===== config.mk =====
export PLATFORM = sky130hd
export DESIGN_NAME = mrm_ctrl
export DESIGN_NICKNAME = d
export VERILOG_FILES = /design/src/mrm_pkg.sv /design/src/mrm_ctrl.sv /design/src/mrm_decode.sv
export SDC_FILE = /design/constraint.sdc
export NUM_CORES = 1
export LEC_CHECK = 0
export BUFFER_PORTS_ARGS = -buffer_cell sky130_fd_sc_hd__buf_4
export CORE_AREA = 2 2 99 101
export DETAILED_ROUTE_END_ITERATION = 12
export DIE_AREA = 0 0 101 103
export GPL_ROUTABILITY_DRIVEN = 0
export PLACE_DENSITY = 0.77
export SYNTH_ARGS = -nofsm -noshare
export SYNTH_HDL_FRONTEND = slang
export SYNTH_SLANG_ARGS = --single-unit

===== constraint.sdc =====
create_clock -name ref_clk -period 4.5 [get_ports ref_clk]
set_clock_uncertainty 0.15 [all_clocks]
set_input_delay 0.9 -clock ref_clk [delete_from_list [all_inputs] [get_ports ref_clk]]
set_output_delay 0.9 -clock ref_clk [all_outputs]
set_load 0.02 [all_outputs]

===== src/mrm_pkg.sv =====
// Purpose: constants and helpers for the mode and resource map block
// Assumes: APB word registers, 16-bit CPU address space
// Notes: register byte address is four times the register index
package mrm_pkg;

  // ----------------------------------------------------------------------
  // Register indices
  // ----------------------------------------------------------------------
  localparam logic [7:0] IDX_MODE = 8'h0B;
  localparam logic [7:0] IDX_REG_POS = 8'h0C;
  localparam logic [7:0] IDX_RAM_POS = 8'h0D;
  localparam logic [7:0] IDX_STATUS = 8'h0E;
  localparam logic [7:0] IDX_DBG_CTL = 8'h0F;

  // ----------------------------------------------------------------------
  // Mode register fields
  // ----------------------------------------------------------------------
  localparam int MB_SPECIAL_MODE_N = 7;
  localparam int MB_MODE_SELECT_B = 6;
  localparam int MB_MODE_SELECT_A = 5;
  localparam int MB_ECLK_STRETCH_ENABLE = 4;
  localparam int MB_INTERNAL_VISIBILITY = 3;
  localparam int MB_EXT_BUS_WAIT_STOP = 2;
  localparam int MB_EME = 0;

  // ----------------------------------------------------------------------
  // Position register fields and resets
  // ----------------------------------------------------------------------
  localparam int POS_MSB = 7;
  localparam int POS_LSB = 3;
  localparam int MAP_IF_WAIT_STOP_BIT = 0;
  localparam logic [4:0] REG_POS_RST = 5'h00;
  localparam logic [4:0] RAM_POS_RST = 5'h01;

  // ----------------------------------------------------------------------
  // Status and debug control fields
  // ----------------------------------------------------------------------
  localparam int ST_DBG_ACTIVE = 0;
  localparam int ST_DBG_ENABLED = 1;
  localparam int ST_CPU_INACTIVE = 2;
  localparam int ST_EXT_SHUT = 3;
  localparam int ST_MODE_LSB = 4;
  localparam int DC_ENABLE = 0;

  // ----------------------------------------------------------------------
  // Mode codes {special_mode_n, mode_select_b, mode_select_a}
  // ----------------------------------------------------------------------
  localparam logic [2:0] MODE_SSC = 3'h0;
  localparam logic [2:0] MODE_PERIPH = 3'h2;
  localparam logic [2:0] MODE_RESERVED = 3'h6;
  localparam logic [2:0] MODE_NSC = 3'h4;
  localparam logic [1:0] BA_PERIPH = 2'h2;
  localparam logic [1:0] BA_NARROW = 2'h1;

  // ----------------------------------------------------------------------
  // Address map
  // ----------------------------------------------------------------------
  localparam logic [7:0] DBG_ROM_PAGE = 8'hFF;
  localparam logic [7:0] DBG_CTL_LAST = 8'h06;

  // ----------------------------------------------------------------------
  // Timing
  // ----------------------------------------------------------------------
  localparam int CLK_PERIOD_NS = 40;
  localparam int EXT_SHUT_DLY_NS = 200;
  localparam int EXT_SHUT_CYC =
    (EXT_SHUT_DLY_NS + CLK_PERIOD_NS - 1) / CLK_PERIOD_NS;

  typedef enum logic [1:0] {SPL_IDLE, SPL_HI, SPL_LO} mrm_split_t;

  function automatic logic [7:0] idx_to_adr(input logic [7:0] idx);
    return {idx[5:0], 2'h0};
  endfunction

  function automatic logic is_special(input logic [2:0] code);
    return ~code[2];
  endfunction

  function automatic logic is_expanded(input logic [2:0] code);
    return code[0];
  endfunction

  function automatic logic pos_hit(input logic [15:0] addr,
                                   input logic [4:0] pos);
    return addr[15:11] == pos;
  endfunction

endpackage

===== src/mrm_ctrl.sv =====
// Purpose: operating mode latch, mode and relocation registers, map select
// Assumes: APB slave, zero wait states, inputs synchronous to ref_clk
// Notes: mode pins sampled at the first edge after reset release
//
// The APB slave port is this design's own decision.
`timescale 1ns/10ps

module mrm_ctrl
  import mrm_pkg::*;
(
  // Clock and reset
  input wire logic ref_clk,
  input wire logic reset,
  // APB slave
  input wire logic psel,
  input wire logic penable,
  input wire logic pwrite,
  input wire logic [7:0] paddr,
  input wire logic [31:0] pwdata,
  output logic [31:0] prdata,
  output logic pready,
  output logic pslverr,
  // Mode pins
  input wire logic background_pin,
  input wire logic mode_select_b,
  input wire logic mode_select_a,
  // CPU address decode
  input wire logic [15:0] cpu_addr,
  input wire logic eeprom_hit,
  input wire logic flash_hit,
  output logic sel_dbg_rom,
  output logic sel_dbg_ctl,
  output logic sel_regs,
  output logic sel_ram,
  output logic sel_eeprom,
  output logic sel_flash,
  output logic sel_ext,
  output logic port_e_regs_mapped,
  // Debug
  input wire logic dbg_serial_activate,
  input wire logic enter_debug_instruction,
  input wire logic dbg_exit,
  input wire logic dbg_req,
  input wire logic dbg_write,
  input wire logic dbg_nonvolatile,
  input wire logic cpu_bus_idle,
  output logic background_debug_mode,
  output logic dbg_grant,
  // Mode outputs
  input wire logic wait_mode,
  output logic cpu_inactive,
  output logic fetch_reset_vector,
  output logic ext_bus_enable,
  output logic port_e_bus_ctrl,
  output logic eclk_stretch,
  output logic internal_visible,
  output logic vis_wide,
  output logic ext_bus_shutdown,
  output logic map_if_shutdown,
  // External data beats
  input wire logic ext_req,
  input wire logic [15:0] ext_wdata,
  output logic ext_busy,
  output logic ext_wide_valid,
  output logic [15:0] ext_wide_data,
  output logic ext_byte_valid,
  output logic ext_byte_high,
  output logic [7:0] ext_byte_data
);

  // ----------------------------------------------------------------------
  // State
  // ----------------------------------------------------------------------
  logic cap_done_q;
  logic special_mode_n_q;
  logic [1:0] mode_ba_q;
  logic eclk_stretch_enable_q, internal_visibility_q;
  logic ext_bus_wait_stop_q, port_e_emulate_q, mode_wr_seen_q;
  logic [4:0] register_block_position_bits_q, ram_position_bits_q;
  logic [4:0] reg_map_q, ram_map_q;
  logic map_if_wait_stop_q, reg_pos_seen_q, ram_pos_seen_q;
  logic dbg_enabled_q, dbg_active_q;
  logic [3:0] shut_cnt_q;
  mrm_split_t split_q;
  logic [7:0] lo_byte_q;
  logic [2:0] mode_code, pin_code;
  logic special, expanded, peripheral, narrow;
  logic apb_setup, apb_wr, addr_hit;
  logic [31:0] rd_word;
  logic d_dbg_rom, d_dbg_ctl, d_regs, d_ram, d_eep, d_flash, d_ext;

  // ----------------------------------------------------------------------
  // Mode decode
  // ----------------------------------------------------------------------
  always_comb begin
    pin_code = {background_pin, mode_select_b, mode_select_a};
    if (pin_code == MODE_RESERVED) begin
      pin_code = MODE_PERIPH;
    end
    mode_code = {special_mode_n_q, mode_ba_q};
    special = is_special(mode_code);
    expanded = is_expanded(mode_code);
    peripheral = mode_code == MODE_PERIPH;
    narrow = mode_ba_q == BA_NARROW;
  end

  // ----------------------------------------------------------------------
  // APB decode and read mux
  // ----------------------------------------------------------------------
  assign pready = 1'b1;
  assign apb_setup = psel && !penable;
  assign apb_wr = psel && penable && pwrite && pready && !pslverr;

  always_comb begin
    rd_word = '0;
    addr_hit = 1'b1;
    case (paddr)
      idx_to_adr(IDX_MODE): begin
        addr_hit = !peripheral;
        if (!peripheral) begin
          rd_word[MB_SPECIAL_MODE_N] = special_mode_n_q;
          rd_word[MB_MODE_SELECT_B] = mode_ba_q[1];
          rd_word[MB_MODE_SELECT_A] = mode_ba_q[0];
          rd_word[MB_ECLK_STRETCH_ENABLE] = eclk_stretch;
          rd_word[MB_INTERNAL_VISIBILITY] = internal_visibility_q;
          rd_word[MB_EXT_BUS_WAIT_STOP] = ext_bus_wait_stop_q;
          rd_word[MB_EME] = port_e_emulate_q;
        end
      end
      idx_to_adr(IDX_REG_POS): begin
        rd_word[POS_MSB:POS_LSB] = register_block_position_bits_q;
        rd_word[MAP_IF_WAIT_STOP_BIT] = map_if_wait_stop_q;
      end
      idx_to_adr(IDX_RAM_POS): begin
        rd_word[POS_MSB:POS_LSB] = ram_position_bits_q;
      end
      idx_to_adr(IDX_STATUS): begin
        rd_word[ST_DBG_ACTIVE] = dbg_active_q;
        rd_word[ST_DBG_ENABLED] = dbg_enabled_q;
        rd_word[ST_CPU_INACTIVE] = peripheral;
        rd_word[ST_EXT_SHUT] = ext_bus_shutdown;
        rd_word[ST_MODE_LSB +: 3] = mode_code;
      end
      idx_to_adr(IDX_DBG_CTL): begin
        rd_word[DC_ENABLE] = dbg_enabled_q;
      end
      default: begin
        addr_hit = 1'b0;
      end
    endcase
  end

  always_ff @(posedge ref_clk or posedge reset) begin
    if (reset) begin
      prdata <= '0;
      pslverr <= 1'b0;
    end else if (apb_setup) begin
      prdata <= pwrite ? '0 : rd_word;
      pslverr <= !addr_hit;
    end
  end

  // ----------------------------------------------------------------------
  // Mode register
  // ----------------------------------------------------------------------
  always_ff @(posedge ref_clk or posedge reset) begin
    if (reset) begin
      cap_done_q <= 1'b0;
      special_mode_n_q <= MODE_NSC[2];
      mode_ba_q <= MODE_NSC[1:0];
      eclk_stretch_enable_q <= 1'b1;
      internal_visibility_q <= 1'b0;
      ext_bus_wait_stop_q <= 1'b0;
      port_e_emulate_q <= 1'b0;
      mode_wr_seen_q <= 1'b0;
    end else if (!cap_done_q) begin
      cap_done_q <= 1'b1;
      special_mode_n_q <= pin_code[2];
      mode_ba_q <= pin_code[1:0];
      internal_visibility_q <= is_special(pin_code);
      port_e_emulate_q <= is_special(pin_code);
    end else if (apb_wr && paddr == idx_to_adr(IDX_MODE)) begin
      mode_wr_seen_q <= 1'b1;
      if (!special_mode_n_q && mode_wr_seen_q) begin
        special_mode_n_q <= pwdata[MB_SPECIAL_MODE_N];
      end
      if ((special || !mode_wr_seen_q) &&
          pwdata[MB_MODE_SELECT_B:MB_MODE_SELECT_A] != BA_PERIPH) begin
        mode_ba_q <= pwdata[MB_MODE_SELECT_B:MB_MODE_SELECT_A];
      end
      if (special || !mode_wr_seen_q) begin
        eclk_stretch_enable_q <= pwdata[MB_ECLK_STRETCH_ENABLE];
      end
      if (special ? mode_wr_seen_q : !mode_wr_seen_q) begin
        internal_visibility_q <= pwdata[MB_INTERNAL_VISIBILITY];
        port_e_emulate_q <= pwdata[MB_EME];
      end
      if (!special) begin
        ext_bus_wait_stop_q <= pwdata[MB_EXT_BUS_WAIT_STOP];
      end
    end
  end

  // ----------------------------------------------------------------------
  // Relocation registers
  // ----------------------------------------------------------------------
  always_ff @(posedge ref_clk or posedge reset) begin
    if (reset) begin
      register_block_position_bits_q <= REG_POS_RST;
      map_if_wait_stop_q <= 1'b0;
      reg_pos_seen_q <= 1'b0;
    end else if (apb_wr && paddr == idx_to_adr(IDX_REG_POS)) begin
      reg_pos_seen_q <= 1'b1;
      if (special || !reg_pos_seen_q) begin
        register_block_position_bits_q <= pwdata[POS_MSB:POS_LSB];
      end
      if (!special) begin
        map_if_wait_stop_q <= pwdata[MAP_IF_WAIT_STOP_BIT];
      end
    end
  end

  always_ff @(posedge ref_clk or posedge reset) begin
    if (reset) begin
      ram_position_bits_q <= RAM_POS_RST;
      ram_pos_seen_q <= 1'b0;
    end else if (apb_wr && paddr == idx_to_adr(IDX_RAM_POS)) begin
      ram_pos_seen_q <= 1'b1;
      if (special || !ram_pos_seen_q) begin
        ram_position_bits_q <= pwdata[POS_MSB:POS_LSB];
      end
    end
  end

  // Map copy lags the register by one cycle
  always_ff @(posedge ref_clk or posedge reset) begin
    if (reset) begin
      reg_map_q <= REG_POS_RST;
      ram_map_q <= RAM_POS_RST;
    end else begin
      reg_map_q <= register_block_position_bits_q;
      ram_map_q <= ram_position_bits_q;
    end
  end

  // ----------------------------------------------------------------------
  // Debug mode
  // ----------------------------------------------------------------------
  always_ff @(posedge ref_clk or posedge reset) begin
    if (reset) begin
      dbg_enabled_q <= 1'b0;
      dbg_active_q <= 1'b0;
    end else if (!cap_done_q) begin
      dbg_enabled_q <= pin_code == MODE_SSC;
      dbg_active_q <= pin_code == MODE_SSC;
    end else if (peripheral) begin
      dbg_enabled_q <= 1'b0;
      dbg_active_q <= 1'b0;
    end else begin
      if (apb_wr && paddr == idx_to_adr(IDX_DBG_CTL)) begin
        dbg_enabled_q <= pwdata[DC_ENABLE];
      end
      if (dbg_exit) begin
        dbg_active_q <= 1'b0;
      end else if (dbg_enabled_q &&
                   (dbg_serial_activate || enter_debug_instruction)) begin
        dbg_active_q <= 1'b1;
      end
    end
  end

  assign dbg_grant = dbg_req && cpu_bus_idle && dbg_enabled_q &&
                     !(dbg_write && dbg_nonvolatile);

  // ----------------------------------------------------------------------
  // Address select
  // ----------------------------------------------------------------------
  mrm_decode u_decode (
    .addr(cpu_addr),
    .dbg_active(dbg_active_q),
    .expanded(expanded),
    .reg_pos(reg_map_q),
    .ram_pos(ram_map_q),
    .eeprom_hit(eeprom_hit),
    .flash_hit(flash_hit),
    .sel_dbg_rom(d_dbg_rom),
    .sel_dbg_ctl(d_dbg_ctl),
    .sel_regs(d_regs),
    .sel_ram(d_ram),
    .sel_eeprom(d_eep),
    .sel_flash(d_flash),
    .sel_ext(d_ext)
  );

  always_ff @(posedge ref_clk or posedge reset) begin
    if (reset) begin
      {sel_dbg_rom, sel_dbg_ctl, sel_regs, sel_ram} <= '0;
      {sel_eeprom, sel_flash, sel_ext} <= '0;
    end else begin
      {sel_dbg_rom, sel_dbg_ctl, sel_regs, sel_ram} <=
        {d_dbg_rom, d_dbg_ctl, d_regs, d_ram};
      {sel_eeprom, sel_flash, sel_ext} <= {d_eep, d_flash, d_ext};
    end
  end

  // ----------------------------------------------------------------------
  // Mode outputs
  // ----------------------------------------------------------------------
  always_ff @(posedge ref_clk or posedge reset) begin
    if (reset) begin
      cpu_inactive <= 1'b1;
      fetch_reset_vector <= 1'b0;
      ext_bus_enable <= 1'b0;
      port_e_bus_ctrl <= 1'b0;
      port_e_regs_mapped <= 1'b1;
      internal_visible <= 1'b0;
      vis_wide <= 1'b0;
      map_if_shutdown <= 1'b0;
    end else begin
      cpu_inactive <= !cap_done_q || peripheral;
      fetch_reset_vector <= cap_done_q && !peripheral &&
                            mode_code != MODE_SSC;
      ext_bus_enable <= cap_done_q && expanded;
      port_e_bus_ctrl <= cap_done_q && expanded;
      port_e_regs_mapped <= !(expanded && port_e_emulate_q);
      internal_visible <= expanded && internal_visibility_q &&
                          !(!special && narrow);
      vis_wide <= special && narrow && internal_visibility_q;
      map_if_shutdown <= wait_mode && map_if_wait_stop_q;
    end
  end

  assign eclk_stretch = eclk_stretch_enable_q || expanded;
  assign background_debug_mode = dbg_active_q;

  // External bus stop in wait, after a settle delay
  always_ff @(posedge ref_clk or posedge reset) begin
    if (reset) begin
      shut_cnt_q <= '0;
      ext_bus_shutdown <= 1'b0;
    end else if (wait_mode && ext_bus_wait_stop_q && expanded) begin
      if (shut_cnt_q == 4'(EXT_SHUT_CYC)) begin
        ext_bus_shutdown <= 1'b1;
      end else begin
        shut_cnt_q <= shut_cnt_q + 4'h1;
      end
    end else begin
      shut_cnt_q <= '0;
      ext_bus_shutdown <= 1'b0;
    end
  end

  // ----------------------------------------------------------------------
  // External data beats
  // ----------------------------------------------------------------------
  assign ext_busy = split_q != SPL_IDLE;

  always_ff @(posedge ref_clk or posedge reset) begin
    if (reset) begin
      split_q <= SPL_IDLE;
      lo_byte_q <= '0;
      ext_wide_valid <= 1'b0;
      ext_wide_data <= '0;
      ext_byte_valid <= 1'b0;
      ext_byte_high <= 1'b0;
      ext_byte_data <= '0;
    end else begin
      ext_wide_valid <= 1'b0;
      case (split_q)
        SPL_IDLE: begin
          ext_byte_valid <= 1'b0;
          if (ext_req && expanded && narrow) begin
            split_q <= SPL_HI;
            ext_byte_valid <= 1'b1;
            ext_byte_high <= 1'b1;
            ext_byte_data <= ext_wdata[15:8];
            lo_byte_q <= ext_wdata[7:0];
          end else if (ext_req && expanded) begin
            ext_wide_valid <= 1'b1;
            ext_wide_data <= ext_wdata;
          end
        end
        SPL_HI: begin
          split_q <= SPL_LO;
          ext_byte_high <= 1'b0;
          ext_byte_data <= lo_byte_q;
        end
        SPL_LO: begin
          split_q <= SPL_IDLE;
          ext_byte_valid <= 1'b0;
        end
        default: begin
          split_q <= SPL_IDLE;
        end
      endcase
    end
  end
endmodule // mrm_ctrl


===== src/mrm_decode.sv =====
// Purpose: internal resource select by fixed precedence
// Assumes: position fields already delayed to their effective cycle
// Notes: purely combinational, at most one select high apart from sel_dbg_ctl, which rides with sel_dbg_rom
`timescale 1ns/10ps
module mrm_decode
  import mrm_pkg::*;
(
  // Address and map state
  input wire logic [15:0] addr,
  input wire logic dbg_active,
  input wire logic expanded,
  input wire logic [4:0] reg_pos,
  input wire logic [4:0] ram_pos,
  input wire logic eeprom_hit,
  input wire logic flash_hit,
  // Selects
  output logic sel_dbg_rom,
  output logic sel_dbg_ctl,
  output logic sel_regs,
  output logic sel_ram,
  output logic sel_eeprom,
  output logic sel_flash,
  output logic sel_ext
);

  logic hit_dbg, hit_regs, hit_ram;

  always_comb begin
    hit_dbg = dbg_active && (addr[15:8] == DBG_ROM_PAGE);
    hit_regs = pos_hit(addr, reg_pos) && (addr[10:9] == 2'h0);
    hit_ram = pos_hit(addr, ram_pos) && !addr[10];
    sel_dbg_rom = hit_dbg;
    sel_dbg_ctl = hit_dbg && (addr[7:0] <= DBG_CTL_LAST);
    sel_regs = !hit_dbg && hit_regs;
    sel_ram = !hit_dbg && !hit_regs && hit_ram;
    sel_eeprom = !hit_dbg && !hit_regs && !hit_ram && eeprom_hit;
    sel_flash = !hit_dbg && !hit_regs && !hit_ram && !eeprom_hit &&
                flash_hit;
    sel_ext = expanded && !hit_dbg && !hit_regs && !hit_ram &&
              !eeprom_hit && !flash_hit;
  end

endmodule // mrm_decode


Word level (Yosys, flattened, before mapping) --
Cells that the tools add are included.
Storage, ports and cells: register bits 123, latch bits 0, RAM bits 0, ROM bits 0, input port bits 91, output and inout bits 81, memories 0
Cells by class: add/sub/neg operators 1, multipliers 0, divide/modulo/power cells 0, magnitude comparators 1, equal/unequal tests 24, shift-type cells 0, mux-type cells 45, bitwise logic cells 3, reductions and logical operators 89
Operators with widths (number):
- logical AND 1 bit | 45
- equality test 8 x 6 -> 1 bit, second input constant | 5
- 2-to-1 mux 1 bit | 26
- logical NOT 1 bit | 18
- AND reduction 2 bit | 9
- 2-to-1 mux 8 bit | 2
- one-hot mux 4 bit (4 select lines) | 1
- one-hot mux 8 bit (2 select lines) | 1
- equality test 5 bit | 2
- != test 2 x 1 -> 1 bit, second input constant | 5
- AND reduction 3 bit | 3
- equality test 8 bit, second input constant | 1
- less-or-equal comparator 8 x 3 -> 1 bit, second input constant | 1
- 2-to-1 mux 2 bit | 4
- 2-to-1 mux 4 bit | 2
- one-hot mux 1 bit (2 select lines) | 4
- logical OR 1 bit | 6
- 2-to-1 mux 6 bit | 1
- != test 2 bit, second input constant | 3
- nonzero test 2 bit | 3
- adder 4 x 1 -> 4 bit, second input constant | 1
- equality test 2 x 1 -> 1 bit, second input constant | 2
- equality test 4 x 3 -> 1 bit, second input constant | 1
- logical NOT 2 bit | 2
- 13 further kinds | 15

Depth between registers and ports, before layout --
Gate-level depths: netlist of run 1.
depth in word-level cells 8, mapped depth 7, gate-level depth less buffers 6

Hierarchy --
From an unflattened synthesis of run 1, not the netlist that was laid out.
Second synthesis, totals: cell total of the unflattened synthesis 373, area, all modules 4509.3 sq um
Modules (own cells, without submodules):
- mrm_ctrl | times used 1, cells each 343, area each 4279.1 sq um, seq. area each 2484.9 sq um
- mrm_decode | times used 1, cells each 30, area each 230.2 sq um, seq. area each 0.0 sq um

Worst setup path after synthesis of run 1 --
OpenSTA, ideal clock, no wires.
path type input to register, start point input paddr[1], end point register eclk_stretch_enable_q, setup time 0.082 ns, data arrival time 2.712 ns, required time 4.268 ns, path slack 1.556 ns, cell stages on the path 5, path buffers 1, path through or4b_4 > buf_6 > or4_4 > or3_4 > mux2_4
On the way: word-level cells in the longest chain between the ends 3
Ends and longest elaborated chain:
- start, declared | line mrm_ctrl.sv:18 | input wire logic [7:0] paddr,
- equality test 8 x 6 -> 1 bit | line mrm_ctrl.sv:182 | end else if (apb_wr && paddr == idx_to_adr(IDX_MODE)) begin
- logical AND 1 bit | line mrm_ctrl.sv:182
- AND reduction 3 bit (no source line)
- end signal, assigned | line mrm_ctrl.sv:192 | eclk_stretch_enable_q <= pwdata[MB_ECLK_STRETCH_ENABLE];
- end, declared | line mrm_ctrl.sv:77 | logic eclk_stretch_enable_q, internal_visibility_q;
Every way passes these cells. A chain may end at the register's enable or synchronous reset.

Worst setup path in the final report of run 1 --
Ends and elaborated chain as after synthesis.

==> results of run 1 <==
final cells by class:
type                            instances  area, µm²
Fill cell                             807       3926
Sequential cell                        99       2485
Multi-Input combinational cell        240       1742
Timing Repair Buffer                  122      915.9
Clock buffer                           12      145.1
Tap cell                              114      142.6
Clock inverter                          4      51.30
Inverter                               13      51.30
layout by cell type, fill, tap and decap left out, types with 4 or more instances in the layout:
cell type / count
a21o_1: 14
o21ai_0: 11
conb_1: 26
clkbuf_8: 10
nand3b_1: 4
mux2i_1: 5
nand3_1: 12
a21oi_1: 11
mux2_2: 38
nor3_1: 5
nor2_1: 19
nand2b_1: 6
buf_4: 122
dfrtp_1: 93
a32o_1: 4
inv_1: 12
ha_1: 4
dfstp_2: 6
nand2_1: 11
xnor2_1: 10
a22o_1: 11
nand4_1: 4
nor4_1: 6
path summary, 6_finish.rpt:
path                                          end  depth (start not counted)  slack (ns)                   start
max                         eclk_stretch_enable_q                          5        1.82                paddr[1]
min                                  ram_map_q[0]                          0        0.24  ram_position_bits_q[0]
max reg2reg                 internal_visibility_q                          6        1.82        special_mode_n_q
min reg2reg                          ram_map_q[0]                          0        0.24  ram_position_bits_q[0]
max in group asynchronous   eclk_stretch_enable_q                          3        2.70                   reset
min in group asynchronous  ram_position_bits_q[3]                          2        0.60                   reset
state kept, by name, indices dropped and copies added (netlist names), 2 cells and up:
signal / count
mode_ba_q: 2
prdata: 8
ext_wide_data: 16
register_block_position_bits_q: 5
ram_position_bits_q: 5
ram_map_q: 5
split_q: 2
shut_cnt_q: 4
reg_map_q: 5
lo_byte_q: 8
ext_byte_data: 8
worst max-delay path: stages:
cell    delay [ns]
buf_4         0.11
or4b_4        0.59
or4_4         0.56
or3_4         0.36
mux2_4        0.30
power groups by stage:
stage	logic (mW)	clock network, mW	registers [mW]
floorplan	0.211	0	1.19
global placement	0.524	0	1.09
detailed placement	0.535	0	1.10
CTS	0.535	0.584	1.08
global route	0.571	0.623	1.10
finish	0.530	0.575	1.08
kinds of logic (layout without fill, tap and decap cells):
family	Yosys count	after routing	synth area share [%]
and+or+nand+nor	89	89	11.94
adders and majority gates	4	4	1.126
DFF	99	99	55.91
AOI/OAI and AO/OA	66	66	10.67
buffers and inverters	52	151	6.926
muxes	44	44	11.09
xor gates and xnor gates	11	11	2.168
other	2	26	0.1690
layer usage:
layer	routed length, µm	track usage, %	share of wire [%]
met1	4219	25.87	43
met2	4794	31.59	49
met3	533	5.424	5.5
met4	208	7.380	2.1
met5	0	0	0
==> flow_summary_export.csv, run 1 <==
group,metric,value,unit
route,drt_wl_total,9756,µm
flow_run,maxCapViolCount,0,
power_and_ir_drop,power_switching,0.6526,mW
placement,io_buffers,121,
cts,cts_tree,"yes",
cts,cts-buffers-inserted,9,
synthesis,syn_avg_cell_area,12.11,µm²
timing,fin_ws,1.815,ns
floorplan,die_y,103,µm
power_and_ir_drop,p_per_area,395.2,nW/µm²
synthesis,yosys.area.top_type,"dfrtp_1",
global_routing,grt.overflow.total,0,
synthesis,postSynthCellCount,367,
synthesis,synth_area_leaders,"dfrtp_1, mux2_2, buf_4",
timing,setup_viol,0,
power_and_ir_drop,comb_power_share,24.2,%
power_and_ir_drop,clkPwrFrac,26.3,%
synthesis,synth_cell_type_count,55,
worst_setup_path,endpoint_kind,"flip-flop",
timing,post-route-period-util,59.66,%
global_routing,grt_first_pass_wirelength,15670,µm
worst_setup_path,arrival,2.82,ns
placement,pre_cts_ws,1.445,ns
power_and_ir_drop,power_frac_seq,49.5,%
global_routing,grt_max_degree,77,
synthesis,synth_edf_count,0,
timing,fin_hold_ws,0.2359,ns
synthesis,synth_common_cells,"dfrtp_1, mux2_2, buf_4, nor2_1, a21o_1",
timing,clock.fmax,0.3725,GHz
power_and_ir_drop,ir_drop,0.1796,mV
hold_path,holdCritPathClass,"flip-flop to flip-flop",
placement,dp.cells,588,
worst_setup_path,start_kind,"input pin",
route,vias,3231,
synthesis,synth_warnings,0,
worst_setup_path,cp_data_required_time,4.64,ns
worst_setup_path,critical_path_class,"input pin to flip-flop",
synthesis,netlist.area_leader.share,52.36,%
route,initialDrtViolationCount,138,
timing,rsz0062_at_grt,"no",
floorplan,rows,36,
finish,final_cells,604,
synthesis,synthArstFlopShare,100.0,%
route,drt.antenna.violating_nets,0,
floorplan,die_x,101,µm
cts,clockRootBuffer,"clkbuf_8",
global_routing,grt_antenna_before_repair,0,
route,post_drt_wl_per_cell,16.15,µm
finish,drive_gt1_share,38.78,%
synthesis,synth_area,4444,µm²
placement,hpwl,7295,µm
timing,tightest_slew,0.8944,ns
power_and_ir_drop,p_leak,2.741,nW
cts,post_cts_buffers,0,
cts,cts_buffer_depth,2,
floorplan,ioPinCount,172,
finish,nets,580,
synthesis,synth_flop_cell,"dfrtp_1",
status,outcome,"finished clean",
timing,period_minus_slack,2.685,ns
power_and_ir_drop,p_int,1.534,mW
cts,cts_hold_buf,0,
synthesis,yosysMostFrequentCell,"dfrtp_1",
timing,final_max_slew_viol_count,0,
finish,syn_to_final_growth,24.49,%
timing,relSlewSlack,40.20,%
power_and_ir_drop,power.total,2.186,mW
cts,cts-resized-gates,0,
finish,num_antenna_cells,0,
cts,cts_sinks,99,
route,first_pass_iters,4,
finish,fin_util,58.49,%
route,vias_per_cell,5.349,
floorplan,initial_core_util,46.98,%
timing,setup-tns-final,0,ns
cts,insertion_delay,0.36,ns
route,drc,0,
floorplan,coreArea,9459,µm²
global_routing,grt_pass1_vias,3171,
power_and_ir_drop,switching_share,29.85,%
global_routing,grt_usage,19.73,%
placement,placed_area,5336,µm²
timing,final-hold-violation-count,0,
synthesis,ys_seq_area_share,55.91,%
synthesis,ys_seq_elements,99,
cts,clk_pin_slew,0.10,ns
worst_setup_path,worstPathMaxFanout,7,
cts,htreeDepth,3,
finish,final_cell_area,5533,µm²
floorplan,dieArea,10400,µm²
Power figures use the tool's default switching activity.
==> run 2: changes to the inputs <==
Settings changed: CORE_AREA 2 2 99 101 to 2 2 104 106, DIE_AREA 0 0 101 103 to 0 0 106 108, PLACE_DENSITY 0.77 to 0.74.
Clock period 4.5 ns to 2.3 ns, I/O delays scaled along.
==> run 2 against run 1 <==
Against the previous run: clock power rose by 90%; global-route usage is 1.6 points lower; die area grew 10%; worst hold slack lost 0.16 ns; sequential power is 95% higher; first-iteration DRC count grew 2.9%; cell count is 6.1% higher; sequential cell count unchanged; combinational power is 100% higher; power increased by 95%; critical path type is now flip-flop to flip-flop; largest cell class unchanged; largest power group unchanged.
==> flow_summary_export.csv, run 2 (synthesis results as in run 1) <==
group,metric,value,unit
route,first_pass_iters,4,
floorplan,die_x,106,µm
timing,period_minus_slack,2.205,ns
timing,post-route-period-util,95.88,%
worst_setup_path,worstPathMaxFanout,2,
finish,nets,595,
worst_setup_path,reg2reg_slack,0.09,ns
worst_setup_path,endpoint_kind,"flip-flop",
timing,clock.fmax,0.4535,GHz
cts,cts-resized-gates,0,
route,post_drt_wl_per_cell,15.48,µm
route,drc,0,
placement,io_buffers,121,
cts,cts_tree,"yes",
worst_setup_path,cpPeakStageDelay,0.54,ns
finish,fin_util,55.60,%
placement,dp.cells,625,
cts,htreeDepth,3,
cts,cts_sinks,99,
global_routing,grt_pass1_vias,3175,
floorplan,initial_core_util,43.44,%
floorplan,coreArea,10230,µm²
placement,pre_cts_ws,-0.2278,ns
finish,final_common_cell,"buf_4",
worst_setup_path,r2r-start,"special_mode_n_q",
route,vias_per_cell,5.003,
worst_setup_path,critical_path_class,"flip-flop to flip-flop",
finish,final_cell_area,5688,µm²
global_routing,grt_max_degree,100,
timing,final-hold-violation-count,0,
timing,setup-tns-final,0,ns
placement,hpwl,7440,µm
worst_setup_path,rr_worst_depth,7,
finish,final_cells,641,
timing,tightest_slew,0.5622,ns
worst_setup_path,cp_top_family,"simple AND/OR/NAND/NOR gates",
power_and_ir_drop,p_per_area,748.7,nW/µm²
flow_run,maxCapViolCount,0,
timing,final_max_slew_viol_count,0,
power_and_ir_drop,power.total,4.258,mW
power_and_ir_drop,p_leak,2.809,nW
finish,drive_gt1_share,40.79,%
cts,cts-buffers-inserted,9,
cts,cts_hold_buf,0,
finish,largest_reg_flops,16,
worst_setup_path,cp_data_required_time,2.38,ns
placement,placed_area,5502,µm²
worst_setup_path,cp-startpoint,"special_mode_n_q",
floorplan,die_y,108,µm
route,vias,3207,
cts,cts_buffer_depth,2,
timing,relSlewSlack,62.38,%
cts,post_cts_buffers,0,
power_and_ir_drop,ir_drop,0.3747,mV
cts,clk_pin_slew,0.09,ns
global_routing,grt_usage,18.10,%
worst_setup_path,r2r-end,"internal_visibility_q",
floorplan,rows,37,
floorplan,ioPinCount,172,
timing,fin_ws,0.09485,ns
floorplan,dieArea,11450,µm²
global_routing,grt_antenna_before_repair,0,
global_routing,grt_first_pass_wirelength,16030,µm
finish,num_antenna_cells,0,
route,drt_wl_total,9924,µm
worst_setup_path,crit_buf_inv,2,
timing,rsz0062_at_grt,"no",
worst_setup_path,start_kind,"flip-flop",
cts,clockRootBuffer,"clkbuf_8",
finish,mostFrequentLayoutCells,"buf_4, dfrtp_1, mux2_2",
status,outcome,"finished clean",
worst_setup_path,path_cells,"inv_1 -> ha_1 -> or4bb_1 -> nor4_2 -> buf_4 -> mux2i_1 -> a21oi_1",
finish,syn_to_final_growth,27.98,%
timing,fin_hold_ws,0.07910,ns
worst_setup_path,slowest_stage,"dfstp_2",
global_routing,grt.overflow.total,0,
timing,setup_viol,0,
worst_setup_path,arrival,2.29,ns
route,initialDrtViolationCount,142,
hold_path,holdCritPathClass,"input pin to async pin",
cts,insertion_delay,0.37,ns
route,drt.antenna.violating_nets,0,
finish,regMostFlops,"ext_wide_data",
-- run 2: area by class of cell --
class / count / area (µm²)
multi-input cells: 240 / 1753
fillers: 905 / 4543
repair buffers: 137 / 1041
clock buffers: 12 / 135.1
inverters: 13 / 52.55
well taps: 136 / 170.2
clock inverters: 4 / 51.30
flip-flops and latches: 99 / 2485
-- run 2: worst register-to-register path, stage by stage (launching register included) --
cell,delay [ns]
dfstp_2,0.54
inv_1,0.05
ha_1,0.27
or4bb_1,0.49
nor4_2,0.16
buf_4,0.17
mux2i_1,0.17
a21oi_1,0.08
-- run 2: worst max-delay path by stage --
stage                                              to  slack (ns)  cells after the start
finish                          internal_visibility_q        0.09                      7
global route                    internal_visibility_q        0.05                      7
CTS                             internal_visibility_q        0.10                      7
detailed placement  register_block_position_bits_q[4]       -0.23                      6
global placement                eclk_stretch_enable_q       -0.21                      5
floorplan                       eclk_stretch_enable_q       -0.21                      5
-- run 2: power by group --
group	leakage, nW	total [mW]	internal [mW]	switching (mW)
Clock	0.0906	1.09	0.505	0.584
Sequential	1.26	2.11	1.97	0.135
Combinational	1.45	1.06	0.508	0.553
-- run 2: routing by layer --
layer	track usage [%]	part of all wire, %	vias to the layer above
met2	30.32	49	115
met4	6.579	1.6	0
met1	23.03	44	1557
met3	4.400	5.3	13
met5	0	0	-
li1	-	-	1522
